[config.mk]
export PLATFORM = sky130hd
export DESIGN_NAME = ddc_regs
export DESIGN_NICKNAME = d
export VERILOG_FILES = /design/src/inc/ddc_pkg.sv /design/src/design/ddc_regs.sv
export SDC_FILE = /design/constraint.sdc
export NUM_CORES = 1
export LEC_CHECK = 0
export ABC_AREA = 1
export ABC_CLOCK_PERIOD_IN_PS = 2400
export BUFFER_PORTS_ARGS = -buffer_cell sky130_fd_sc_hd__buf_2
export CAP_MARGIN = 20
export CORE_ASPECT_RATIO = 0.9
export CORE_MARGIN = 2
export CORE_UTILIZATION = 35
export CTS_CLUSTER_DIAMETER = 80
export DETAILED_ROUTE_END_ITERATION = 8
export PLACE_DENSITY_LB_ADDON = 0.12
export SETUP_SLACK_MARGIN = 0.02
export SYNTH_ARGS = -nofsm -noshare
export SYNTH_HDL_FRONTEND = slang
export SYNTH_SLANG_ARGS = --single-unit
[constraint.sdc]
create_clock -name ref_clk -period 2.4 [get_ports ref_clk]
set_input_delay 0.48 -clock ref_clk [delete_from_list [all_inputs] [get_ports ref_clk]]
set_output_delay 0.48 -clock ref_clk [all_outputs]
set_load 0.03 [all_outputs]
[src/inc/ddc_pkg.sv]
// Behaviour
// - each converter is enabled while control bit 7 is set.
// - first converter bits 5:4 pick pin zero (01), pin two (10), else none.
// - bits 3:2 pick supply, external positive, fixed buffer; 11 is reserved.
// - bit 0 picks external negative reference when set, ground when clear.
// - each converter has an 8-bit read/write level code register.
// - wake from sleep by interrupt or watchdog keeps register contents.
// - the converter reference is switched off while the device sleeps.
// - device reset clears the enable bit.
// - device reset disconnects the output from every pin.
// - device reset clears the level code to zero.
// - second converter has no pin select; output goes only internal.
// - at most one output pin enable is high at any time.
// - the ladder offers 2^n levels chosen by the n-bit level code.
package ddc_pkg;

    localparam logic [7:0] DDC_ADDR_DAC1_LEVEL = 8'h7d;
    localparam logic [7:0] DDC_ADDR_DAC1_CTRL  = 8'h7f;
    localparam logic [7:0] DDC_ADDR_DAC2_LEVEL = 8'ha0;
    localparam logic [7:0] DDC_ADDR_DAC2_CTRL  = 8'ha2;

    localparam int DDC_EN_BIT      = 7;
    localparam int DDC_OUT_SEL_LSB = 4;
    localparam int DDC_POS_LSB     = 2;
    localparam int DDC_NEG_BIT     = 0;

    localparam logic [7:0] DDC_CTRL1_MASK = 8'hbd;
    localparam logic [7:0] DDC_CTRL2_MASK = 8'h8d;
    localparam logic [7:0] DDC_CTRL_RESET  = 8'h00;
    localparam logic [7:0] DDC_LEVEL_RESET = 8'h00;

    localparam logic [1:0] DDC_OUT_PIN_ZERO = 2'h1;
    localparam logic [1:0] DDC_OUT_PIN_TWO  = 2'h2;

    typedef enum logic [1:0] {
        DDC_POS_SUPPLY = 2'h0,
        DDC_POS_EXT    = 2'h1,
        DDC_POS_FIXED  = 2'h2,
        DDC_POS_RSVD   = 2'h3
    } ddc_pos_ref_t;

    typedef struct packed {
        logic         enable;
        ddc_pos_ref_t pos_ref_select;
        logic         neg_ref_select;
        logic         ref_on;
        logic [7:0]   level_code;
    } ddc_conv_t;

    typedef struct packed {
        logic [7:0] ctrl1;
        logic [7:0] level1;
        logic [7:0] ctrl2;
        logic [7:0] level2;
        logic [7:0] rdata;
    } ddc_state_t;

endpackage
[src/design/ddc_regs.sv]
// Added by the designer: the Avalon-MM interface to the registers.
`timescale 1ns/1ps
// register bank and control decode for two voltage-output converters
module ddc_regs #(
    parameter int ADDR_W = 8,
    parameter int CODE_W = 8
) (
    input  wire logic              ref_clk,
    input  wire logic              sys_rst,
    input  wire logic [ADDR_W-1:0] avs_address,
    input  wire logic              avs_read,
    input  wire logic              avs_write,
    input  wire logic [31:0]       avs_writedata,
    input  wire logic [3:0]        avs_byteenable,
    output logic      [31:0]       avs_readdata,
    output logic                   avs_waitrequest,
    input  wire logic              sleep_mode,
    output ddc_pkg::ddc_conv_t     conv1,
    output ddc_pkg::ddc_conv_t     conv2,
    output logic                   analog_out_pin_zero_en,
    output logic                   analog_out_pin_two_en
);

    if (ADDR_W < 8 || CODE_W != 8) begin : g_bad_param
        $error("ddc_regs: ADDR_W must be >= 8 and CODE_W must be 8");
    end

    ddc_pkg::ddc_state_t st_q;
    ddc_pkg::ddc_state_t st_d;
    logic                done_q;
    logic                req;
    logic                wr_lane;
    logic [7:0]          wdat;
    logic [7:0]          addr8;

    assign req     = avs_read | avs_write;
    assign addr8   = avs_address[7:0];
    // registers are byte-wide, so only lane 0 carries a write; it lands
    // at the edge where waitrequest is low, as the bus expects
    assign wr_lane = avs_write & avs_byteenable[0] & done_q;
    assign wdat    = avs_writedata[7:0];
    // one wait cycle per access: answer comes at the second edge
    assign avs_waitrequest = req & ~done_q;

    always_comb begin
        st_d = st_q;
        // read data captured in the wait cycle, so it stands when sampled
        if (req && !done_q) begin
            case (addr8)
                ddc_pkg::DDC_ADDR_DAC1_LEVEL: begin
                    st_d.rdata = st_q.level1;
                end
                ddc_pkg::DDC_ADDR_DAC1_CTRL: begin
                    st_d.rdata = st_q.ctrl1;
                end
                ddc_pkg::DDC_ADDR_DAC2_LEVEL: begin
                    st_d.rdata = st_q.level2;
                end
                ddc_pkg::DDC_ADDR_DAC2_CTRL: begin
                    st_d.rdata = st_q.ctrl2;
                end
                default: begin
                    st_d.rdata = 8'h00;
                end
            endcase
        end
        if (wr_lane) begin
            case (addr8)
                ddc_pkg::DDC_ADDR_DAC1_LEVEL: begin
                    st_d.level1 = wdat;
                end
                ddc_pkg::DDC_ADDR_DAC1_CTRL: begin
                    st_d.ctrl1 = wdat & ddc_pkg::DDC_CTRL1_MASK;
                end
                ddc_pkg::DDC_ADDR_DAC2_LEVEL: begin
                    st_d.level2 = wdat;
                end
                ddc_pkg::DDC_ADDR_DAC2_CTRL: begin
                    // no pin select on the second converter
                    st_d.ctrl2 = wdat & ddc_pkg::DDC_CTRL2_MASK;
                end
                default: begin
                end
            endcase
        end
    end

    // sleep is not a reset: contents ride through any wake-up
    always_ff @(posedge ref_clk) begin
        if (sys_rst) begin
            st_q.ctrl1  <= ddc_pkg::DDC_CTRL_RESET;
            st_q.ctrl2  <= ddc_pkg::DDC_CTRL_RESET;
            st_q.level1 <= ddc_pkg::DDC_LEVEL_RESET;
            st_q.level2 <= ddc_pkg::DDC_LEVEL_RESET;
            st_q.rdata  <= 8'h00;
            done_q      <= 1'b0;
        end else begin
            st_q   <= st_d;
            done_q <= req & ~done_q;
        end
    end

    assign avs_readdata = {24'h000000, st_q.rdata};

    function automatic ddc_pkg::ddc_conv_t decode(logic [7:0] c,
                                                  logic [7:0] lvl,
                                                  logic       slp);
        ddc_pkg::ddc_conv_t r;
        r.enable         = c[ddc_pkg::DDC_EN_BIT];
        r.pos_ref_select = ddc_pkg::ddc_pos_ref_t'(
                           c[ddc_pkg::DDC_POS_LSB +: 2]);
        r.neg_ref_select = c[ddc_pkg::DDC_NEG_BIT];
        // reference dropped in sleep to save current
        r.ref_on         = c[ddc_pkg::DDC_EN_BIT] & ~slp;
        r.level_code     = lvl;
        return r;
    endfunction

    assign conv1 = decode(st_q.ctrl1, st_q.level1, sleep_mode);
    assign conv2 = decode(st_q.ctrl2, st_q.level2, sleep_mode);

    // codes 00 and 11 leave both pins off, so at most one of the pair is high
    assign analog_out_pin_zero_en = st_q.ctrl1[ddc_pkg::DDC_EN_BIT] &
        (st_q.ctrl1[ddc_pkg::DDC_OUT_SEL_LSB +: 2]
         == ddc_pkg::DDC_OUT_PIN_ZERO);
    assign analog_out_pin_two_en = st_q.ctrl1[ddc_pkg::DDC_EN_BIT] &
        (st_q.ctrl1[ddc_pkg::DDC_OUT_SEL_LSB +: 2]
         == ddc_pkg::DDC_OUT_PIN_TWO);

endmodule

[After elaboration in Yosys (flattened, before gate mapping)]
Index checks and enable logic that the tools add are counted.
Word-level totals
  register bits: 35
  input port bits: 49
  output and inout bits: 61
Operators by class
  eq/ne operators: 6
  multiplexer cells: 1
  bitwise logic cells: 10
  reductions and logical operators: 6
Operator list (count)
  case mux 8 bit (4 select lines): 1
  == test 8 x 7 -> 1 bit (second input constant): 2
  == test 8 bit (second input constant): 2
  AND reduction 2 bit: 4
  bitwise AND 1 bit: 7
  == test 2 x 1 -> 1 bit (second input constant): 1
  == test 2 bit (second input constant): 1
  inverter 1 bit: 2
  logical AND 1 bit: 1
  zero test 1 bit: 1
  OR 1 bit: 1

[Depth between registers and ports, before layout]
Gate-level depths: netlist of run 1.
  depth after elaboration: 3
  depth in mapped cells: 9
  mapped depth without buffers: 8

[Worst setup path after synthesis of run 1]
OpenSTA, ideal clock, no wires.
  path type: in2out
  start point: in avs_write
  end point: out avs_waitrequest
  arrival: 1143 ps
  data required time: 1920 ps
  path slack: 777 ps
  stages: 2
  cells stage by stage: o21ai_2 -> clkinv_1
On the way
  longest elaborated chain between the ends: 2
RTL lines
  start: declaration: line ddc_regs.sv:12  | input wire logic avs_write,
  OR 1 bit: line ddc_regs.sv:36  | assign req = avs_read | avs_write;
  bitwise AND 1 bit: line ddc_regs.sv:43  | assign avs_waitrequest = req & ~done_q;
  end: declaration: line ddc_regs.sv:16  | output logic avs_waitrequest,
Every way passes these cells.

[Worst setup path in the final report of run 1]
Same ends and word-level chain as after synthesis.

==> flow_metrics.env, run 1 <==
export IMPL_synth_area_per_cell_um2=7.265
export IMPL_synth_cells=279
export IMPL_rsz0062_at_grt="no"
export IMPL_worst_pin_slew_ns=0.6791
export IMPL_cts_sinks=35
export IMPL_fp_coreArea_um2=5628
export IMPL_ctsHoldBuffers=0
export IMPL_reg2reg_slack_ns=1.05
export IMPL_nNetsFinal=355
export IMPL_placementRows=26
export IMPL_synth_xor_area_share_pct=0
export IMPL_powerDensity_nw_per_um2=549.3
export IMPL_ios=110
export IMPL_first_pass_iters=4
export IMPL_drtIter0Drc=61
export IMPL_synthSimpleGateAreaFrac_pct=27.90
export IMPL_yosysSeqAreaShare_pct=34.57
export IMPL_tns_ns=0
export IMPL_clock_latency_ns=0.28
export IMPL_cts_resized_gates=0
export IMPL_post_cts_buffers=0
export IMPL_synthAdderAreaFrac_pct=0
export IMPL_hpwlAfterDp_mm=3.493
export IMPL_grt_pass1_vias=1553
export IMPL_syn_area_um2=2027
export IMPL_final_hold_viol_count=0
export IMPL_hp_start="avs_readdata[4]"
export IMPL_mostFrequentLayoutCells="60 x nand2_1, 58 x buf_2, 35 x nand3_1, 35 x dfxtp_1, 28 x a21oi_1"
export IMPL_final_max_slew_viol_count=0
export IMPL_grt_pass1_wl_mm=7.721
export IMPL_wl_met2_mm=2.117
export IMPL_min_path_cells=2
export IMPL_hold_class="flop to flop"
export IMPL_clk_pin_slew_worst_paths_ns=0.07
export IMPL_drv_cap=0
export IMPL_arrival_ns=1.29
export IMPL_vias_per_cell=4.546
export IMPL_dr_max_layer_used="met4"
export IMPL_grt_max_degree=36
export IMPL_synth_compound_area_share_pct=11.05
export IMPL_gp_congestion=0.7500
export IMPL_ys_ff_latch=35
export IMPL_finalWirelength_mm=4.739
export IMPL_regToRegStartpoint="done_q"
export IMPL_synth_top_area_share_pct=34.57
export IMPL_synth_cell_type_count=22
export IMPL_place_inst=369
export IMPL_max_freq_mhz=566.4
export IMPL_synth_top_family_by_area="simple AND/OR/NAND/NOR gates"
export IMPL_muxShareOfSynthArea_pct=0
export IMPL_h_tree_depth=2
export IMPL_min_period_ns=1.766
export IMPL_post_place_ws_ns=0.6164
export IMPL_die_h_um=76.20
export IMPL_vias=1714
export IMPL_wire_per_inst_um=12.57
export IMPL_clockRootBuffer="clkbuf_8"
export IMPL_antenna_found_initial=0
export IMPL_finalPower_w=0.001182
export IMPL_vdd_drop_max_v=0.0002108
export IMPL_crit_path_frequent_cell="buf_2"
export IMPL_critPathLaunchType="primary input"
export IMPL_dieArea_um2=6417
export IMPL_cts_tree="yes"
export IMPL_layout_commonest_cell="nand2_1"
export IMPL_drive_gt1_share_pct=25.73
export IMPL_yosys_area_top_type="dfxtp_1"
export IMPL_cp_slowest_cell="buf_2"
export IMPL_die_x_um=84.22
export IMPL_fillers=652
export IMPL_path_cells="buf_2, o21ai_2, clkinv_1, buf_2"
export IMPL_setup_viol=0
export IMPL_start_util_pct=36.02
export IMPL_r2r_cells=6
export IMPL_overflow=0
export IMPL_synth_warnings=0
export IMPL_final_cell_area_um2=2152
export IMPL_path_class="primary input to output pin"
export IMPL_place_area_um2=2052
export IMPL_drcViolationCount=0
export IMPL_layout_setup_ws_ns=0.6343
export IMPL_antennaDiodeCount=0
export IMPL_hold_end="avs_readdata[4]"
export IMPL_finalClockSkew_ns=0.007941
export IMPL_grt_usage_pct=14.81
export IMPL_numCtsBuffers=5
export IMPL_port_buffers=58
export IMPL_path_buf_inv=3
export IMPL_critical_path_depth=4
export IMPL_layout_cells_non_filler=377
export IMPL_ant_nets=0
export IMPL_max_slew_margin_pct=54.73
export IMPL_critPathTopFamily="buffers and inverters"
export IMPL_crit_path_end_kind="output pin"
export IMPL_cellLeakagePower_nw=0.9786
export IMPL_syn2layout_area_growth_pct=6.173
export IMPL_max_stage_delay_ns=0.28
export IMPL_period_share_pct=73.57
export IMPL_worst_r2r_endpoint="conv1[5]"
export IMPL_cts_buffer_depth=2
export IMPL_cp_required_ns=1.92
export IMPL_run_status="completed"
export IMPL_m1WireLength_mm=2.309
export IMPL_critical_path_max_fanout=9
export IMPL_synthTopCellsByArea="dfxtp_1 35%, buf_4 21%, nand2_1 11%"
export IMPL_dr_wl_met3_um=271
flip-flops by register name (all words and copies together) (netlist names):
register / flops
conv1: 12
conv2: 12
avs_readdata: 8
st_q: 2
done_q: 1
stage by stage:
stage | hold WS [ns] | utilization (%)
final | 0.4628 | 38.24
after global routing | 0.4788 | 38.24
after CTS | 0.4666 | 38.24
after detailed placement | 0.4572 | 36.46
after global placement | 0.4512 | 36.46
after floorplan | 0.4457 | -
worst max-delay path by stage:
stage / slack, ns / to / from
after global placement: 0.63 / avs_waitrequest / avs_write
final: 0.63 / avs_waitrequest / avs_write
after CTS: 0.61 / avs_waitrequest / avs_write
after floorplan: 0.78 / avs_waitrequest / avs_write
after global routing: 0.53 / avs_waitrequest / done_q
after detailed placement: 0.62 / avs_waitrequest / avs_write
report_power, final:
part / switching, W / total, W / internal (W)
Clock: 0.000206 / 0.000468 / 0.000262
Combinational: 0.000107 / 0.000132 / 0.0000243
Sequential: 0.000000653 / 0.000582 / 0.000582
Total: 0.000314 / 0.00118 / 0.000868
worst min-delay path: stages, from the launching register on:
cell,delay [ns]
dfxtp_1,0.31
nand2_1,0.06
a21oi_1,0.05
metal layers:
metal,GRT usage [%],up-vias
li1,-,887
met1,20.03,774
met2,23.25,48
met3,4.225,5
met4,3.710,0
met5,0,-
logic make-up (layout without fill, tap and decap cells):
| kind of cell | after synthesis | after routing |
|---|---|---|
| buf+inv | 82 | 87 |
| other cells | 1 | 24 |
| flops | 35 | 35 |
| simple gates | 120 | 120 |
| compound gates | 41 | 41 |
cell usage after synthesis (all sizes together):
library cell / instances
buf: 61
nand2: 60
nand3: 36
dfxtp: 35
a21oi: 28
inv: 16
nor2: 15
o21ai: 7
a211oi: 6
nand4: 6
clkbuf: 4
nor3: 2
and2: 1
clkinv: 1
conb: 1
layout make-up:
class / count / area [um2] / area share (%)
multi-input combinational: 185 / 879.6 / 40.87
sequential: 35 / 700.7 / 32.56
timing repair buffer: 62 / 320.3 / 14.88
clock buffer: 8 / 100.1 / 4.651
tap: 70 / 87.58 / 4.070
inverter: 17 / 63.81 / 2.965
No activity file was read; power rests on OpenSTA's default activity.
==> run 2: changes to the inputs <==
--- a/config.mk
+++ b/config.mk
@@ -5,8 +5,8 @@
 export SDC_FILE = /design/constraint.sdc
 export NUM_CORES = 1
 export LEC_CHECK = 0
-export ABC_AREA = 1
-export ABC_CLOCK_PERIOD_IN_PS = 2400
+export ABC_AREA = 0
+export ABC_CLOCK_PERIOD_IN_PS = 1550
 export BUFFER_PORTS_ARGS = -buffer_cell sky130_fd_sc_hd__buf_2
 export CAP_MARGIN = 20
 export CORE_ASPECT_RATIO = 0.9
==> constraint.sdc (replaced) <==
create_clock -name ref_clk -period 1.55 [get_ports ref_clk]
set_input_delay 0.31 -clock ref_clk [delete_from_list [all_inputs] [get_ports ref_clk]]
set_output_delay 0.31 -clock ref_clk [all_outputs]
set_load 0.03 [all_outputs]
==> flow_metrics.env, run 2 <==
export IMPL_synth_edff_count=0
export IMPL_hold_end="conv2[1]"
export IMPL_dr_wl_met3_um=280
export IMPL_numCtsBuffers=5
export IMPL_synth_xor_area_share_pct=0
export IMPL_clockRootBuffer="clkbuf_8"
export IMPL_synthSimpleGateAreaFrac_pct=17.74
export IMPL_rsz0062_at_grt="yes"
export IMPL_yosysMostFrequentCell="buf_4"
export IMPL_arrival_ns=1.19
export IMPL_overflow=0
export IMPL_finalClockSkew_ns=0.003104
export IMPL_synthTopCellsByArea="dfxtp_1 35%, buf_4 22%, mux2i_1 14%"
export IMPL_critPathLaunchType="flop"
export IMPL_hpwlAfterDp_mm=3.329
export IMPL_critical_path_max_fanout=3
export IMPL_p_sw_w=0.0005187
export IMPL_seq_power_share_pct=47.9
export IMPL_synth_top_family_by_area="buffers and inverters"
export IMPL_min_period_ns=1.502
export IMPL_die_h_um=75.64
export IMPL_cp_required_ns=1.24
export IMPL_grt_pass1_wl_mm=6.658
export IMPL_hp_start="avs_writedata[1]"
export IMPL_cts_sinks=35
export IMPL_dr_max_layer_used="met4"
export IMPL_post_place_ws_ns=-0.09120
export IMPL_drtIter0Drc=50
export IMPL_yosysSeqAreaShare_pct=35.11
export IMPL_synthAdderAreaFrac_pct=0
export IMPL_worst_r2r_endpoint="avs_readdata[0]"
export IMPL_grt_usage_pct=14.10
export IMPL_fp_coreArea_um2=5595
export IMPL_drcViolationCount=0
export IMPL_nNetsFinal=307
export IMPL_gp_congestion=0.7745
export IMPL_drv_cap=0
export IMPL_layout_setup_ws_ns=0.04827
export IMPL_vdd_drop_max_v=0.0003895
export IMPL_run_status="completed"
export IMPL_dieArea_um2=6323
export IMPL_first_pass_iters=4
export IMPL_wire_per_inst_um=13.19
export IMPL_grt_max_degree=21
export IMPL_syn2layout_area_growth_pct=13.86
export IMPL_period_share_pct=96.89
export IMPL_antenna_found_initial=0
export IMPL_clk_pin_slew_worst_paths_ns=0.07
export IMPL_final_max_slew_viol_count=0
export IMPL_powerDensity_nw_per_um2=842.8
export IMPL_mostFrequentLayoutCells="57 x buf_2, 37 x nor2_1, 35 x dfxtp_1"
export IMPL_finalPower_w=0.001915
export IMPL_ys_ff_latch=35
export IMPL_synth_cell_type_count=29
export IMPL_synth_cells=210
export IMPL_drive_gt1_share_pct=40.93
export IMPL_placementRows=26
export IMPL_synth_warnings=0
export IMPL_min_path_cells=3
export IMPL_p_int_w=0.001396
export IMPL_yosys_area_top_type="dfxtp_1"
export IMPL_vias_per_cell=4.359
export IMPL_syn_area_um2=1996
export IMPL_synth_common_cells="58 x buf_4, 37 x nor2_1, 35 x dfxtp_1, 28 x mux2i_1"
export IMPL_cts_buffer_depth=2
export IMPL_crit_path_end_kind="output pin"
export IMPL_cts_tree="yes"
export IMPL_tns_ns=0
export IMPL_cellLeakagePower_nw=1.177
export IMPL_regToRegStartpoint="done_q"
export IMPL_synthFlopType="dfxtp_1"
export IMPL_swShare_pct=27.09
export IMPL_final_hold_viol_count=0
export IMPL_whs_ns=0.2735
export IMPL_setup_viol=0
export IMPL_hold_class="primary input to flop"
export IMPL_clock_latency_ns=0.28
export IMPL_muxShareOfSynthArea_pct=18.56
export IMPL_pwr_share_clk_pct=37.7
export IMPL_fillers=588
export IMPL_vias=1434
export IMPL_port_buffers=58
export IMPL_max_freq_mhz=665.9
export IMPL_die_x_um=83.60
export IMPL_synth_compound_area_share_pct=4.389
export IMPL_layout_commonest_cell="buf_2"
export IMPL_final_core_utilization_pct=40.61
export IMPL_grt_pass1_vias=1261
export IMPL_ant_nets=0
export IMPL_r2r_cells=4
export IMPL_synth_top_area_share_pct=35.11
export IMPL_wl_met2_mm=1.848
export IMPL_combinationalPowerShare_pct=14.5
export IMPL_synthArstFlopShare_pct=0
export IMPL_path_class="flop to output pin"
export IMPL_reg2reg_slack_ns=0.16
export IMPL_h_tree_depth=2
export IMPL_m1WireLength_mm=2.140
export IMPL_synth_area_per_cell_um2=9.503
export IMPL_antennaDiodeCount=0
export IMPL_ios=110
export IMPL_finalWirelength_mm=4.339
export IMPL_start_util_pct=35.67
[run 2: cell type report]
cell class / instances / area, um2 / area share (%)
flip-flops and latches: 35 / 700.7 / 30.84
clock buffers: 8 / 100.1 / 4.405
multi-input cells: 133 / 907.1 / 39.92
well taps: 70 / 87.58 / 3.855
inverters: 2 / 11.26 / 0.4956
repair buffers: 81 / 465.4 / 20.48
[run 2: repair_timing]
item / 4_1_cts / 5_1_grt
endpoints found under the setup margin: 1 / 11
hold buffers: 0 / 0
buffers inserted: 0 / 1
resized for setup: 1 / 2
[run 2: routing by layer]
| layer | global-route usage, % | up-vias |
|---|---|---|
| met5 | 0 | - |
| met4 | 5.914 | 0 |
| met3 | 4.225 | 6 |
| met2 | 19.56 | 50 |
| met1 | 20.34 | 644 |
| li1 | - | 734 |
[run 2: kinds of logic after synthesis]
| group | after synthesis |
|---|---|
| compound gates | 10 |
| buf+inv | 65 |
| flops | 35 |
| mux | 36 |
| other cells | 1 |
| simple gates | 63 |
[run 2: worst max path at each step]
stage,start,to
2_1_floorplan,avs_byteenable[0],conv1[3]
3_5_place_dp,avs_address[1],avs_readdata[2]
3_3_place_gp,avs_address[1],avs_readdata[2]
5_1_grt,done_q,avs_waitrequest
4_1_cts,done_q,avs_waitrequest
6_report,done_q,avs_waitrequest
[run 2: power by group through the flow]
stage	combinational (W)	clock, W	sequential, W
2_1_floorplan	0.000240	0	0.000936
3_3_place_gp	0.000270	0	0.000937
3_5_place_dp	0.000269	0	0.000937
4_1_cts	0.000272	0.000751	0.000916
5_1_grt	0.000298	0.000799	0.000917
6_report	0.000277	0.000721	0.000916
[run 2: worst max-delay path, cell delays in order (launching register included)]
cell and delay (ns):
dfxtp_1 0.32, or2_2 0.33, clkinvlp_4 0.10, buf_4 0.16
[run 2: stage by stage]
step | cell area (um2) | instances
floorplan | 2082 | 233
global placement | 2153 | 320
detailed placement | 2153 | 320
CTS | 2256 | 328
global route | 2272 | 329
finish | 2272 | 329
==> run 3: changes to the inputs <==
--- a/config.mk
+++ b/config.mk
@@ -11,7 +11,7 @@
 export CAP_MARGIN = 20
 export CORE_ASPECT_RATIO = 0.9
 export CORE_MARGIN = 2
-export CORE_UTILIZATION = 35
+export CORE_UTILIZATION = 40
 export CTS_CLUSTER_DIAMETER = 80
 export DETAILED_ROUTE_END_ITERATION = 8
 export PLACE_DENSITY_LB_ADDON = 0.12
==> flow_metrics.env, run 3 (synthesis gave the netlist of run 2 again) <==
export IMPL_finalWirelength_mm=4.075
export IMPL_ant_nets=0
export IMPL_numCtsBuffers=5
export IMPL_drtIter0Drc=43
export IMPL_p_int_w=0.001309
export IMPL_pwr_share_clk_pct=34.4
export IMPL_finalClockSkew_ns=0.003435
export IMPL_min_period_ns=1.471
export IMPL_path_class="flop to output pin"
export IMPL_cts_tree="yes"
export IMPL_clk_pin_slew_worst_paths_ns=0.06
export IMPL_critical_path_max_fanout=6
export IMPL_swShare_pct=28.08
export IMPL_fillers=487
export IMPL_wire_per_inst_um=12.54
export IMPL_vias_per_cell=4.517
export IMPL_fp_coreArea_um2=4835
export IMPL_grt_max_degree=20
export IMPL_clockRootBuffer="clkbuf_8"
export IMPL_vdd_drop_max_v=0.0003169
export IMPL_cts_sinks=35
export IMPL_syn2layout_area_growth_pct=13.60
export IMPL_die_h_um=71.01
export IMPL_final_core_utilization_pct=46.89
export IMPL_layout_commonest_cell="buf_2"
export IMPL_antennaDiodeCount=0
export IMPL_drive_gt1_share_pct=40.77
export IMPL_final_hold_viol_count=0
export IMPL_die_x_um=78.46
export IMPL_start_util_pct=41.28
export IMPL_cellLeakagePower_nw=1.178
export IMPL_hpwlAfterDp_mm=3.248
export IMPL_gp_congestion=0.7549
export IMPL_seq_power_share_pct=50.4
export IMPL_crit_path_end_kind="output pin"
export IMPL_p_sw_w=0.0005111
export IMPL_clock_latency_ns=0.29
export IMPL_grt_pass1_vias=1298
export IMPL_rsz0062_at_grt="no"
export IMPL_powerDensity_nw_per_um2=802.8
export IMPL_final_max_slew_viol_count=0
export IMPL_overflow=0
export IMPL_drcViolationCount=0
export IMPL_drv_cap=0
export IMPL_ctsHoldBuffers=0
export IMPL_vias=1468
export IMPL_period_share_pct=94.87
export IMPL_placementRows=24
export IMPL_h_tree_depth=2
export IMPL_dieArea_um2=5571
export IMPL_port_buffers=58
export IMPL_combinationalPowerShare_pct=15.2
export IMPL_antenna_found_initial=0
export IMPL_run_status="completed"
export IMPL_first_pass_iters=4
export IMPL_grt_usage_pct=15.53
export IMPL_ios=110
export IMPL_arrival_ns=1.16
export IMPL_grt_pass1_wl_mm=6.603
export IMPL_critPathLaunchType="flop"
export IMPL_cp_required_ns=1.24
export IMPL_hold_class="primary input to flop"
export IMPL_setup_viol=0
export IMPL_max_freq_mhz=680.0
export IMPL_nNetsFinal=308
export IMPL_cts_buffer_depth=2
export IMPL_finalPower_w=0.001820
export IMPL_mostFrequentLayoutCells="57 x buf_2, 37 x nor2_1, 35 x dfxtp_1"
==> run 3: changes by cell type in the layout (fill, tap and decap cells not counted), sizes merged <==
cell / change
clkinv: +2
buf: +1
clkinvlp: -1
clkbuf: -1
==> run 3: stage by stage <==
step	TNS [ns]	area [um2]	std cells	hold slack (ns)	setup WS (ns)
final	0	2267	325	0.2671	0.07949
after global routing	0	2267	325	0.2781	0.01674
after CTS	0	2262	325	0.2642	0.07950
after detailed placement	-0.8519	2175	317	0.4595	-0.09909
after global placement	-0.9201	2175	317	0.4722	-0.1272
after floorplan	0	2082	233	0.4434	0.08911
==> run 3: power by group through the flow <==
stage,Sequential (W),Clock (W),Combinational (W)
final,0.000918,0.000626,0.000276
after global routing,0.000918,0.000703,0.000297
after CTS,0.000917,0.000654,0.000276
after detailed placement,0.000937,0,0.000271
after global placement,0.000937,0,0.000272
after floorplan,0.000936,0,0.000240
==> run 3: routing by layer <==
metal  wire [um]  vias up  share of wire, %  global-route usage (%)
met3         217        6               5.3                   4.082
met1        2003      673                49                   22.37
met4          67        0               1.6                   5.848
met5           0        -                 0                       0
met2        1788       51                44                   22.22
li1            -      738                 -                       -
==> run 3: repair_timing <==
action	in CTS	in global routing
setup buffers	0	0
gates resized for setup	3	1
setup endpoints to repair	1	3
pin swaps	0	1
==> run 3: worst paths after layout <==
path                          from  slack [ns]  depth (start not counted)              end
hold / removal    avs_writedata[6]        0.27                          3         conv2[6]
setup reg to reg            done_q        0.18                          5         conv1[7]
setup / recovery            done_q        0.08                          3  avs_waitrequest
hold reg to reg    avs_readdata[6]        0.48                          1  avs_readdata[6]
==> run 3: worst max-delay path, cell delays in order, from the launching register on <==
cell and delay (ns):
dfxtp_1 0.33, or2_4 0.29, clkinv_2 0.09, buf_4 0.16
==> run 3: area by class of cell <==
cell class / count / area [um2] / area share (%)
clock buffer: 7 / 76.32 / 3.366
multi-input combinational: 133 / 909.6 / 40.12
tap: 65 / 81.33 / 3.587
sequential: 35 / 700.7 / 30.91
inverter: 2 / 8.758 / 0.3863
clock inverter: 1 / 5.005 / 0.2208
timing repair buffer: 82 / 485.5 / 21.41
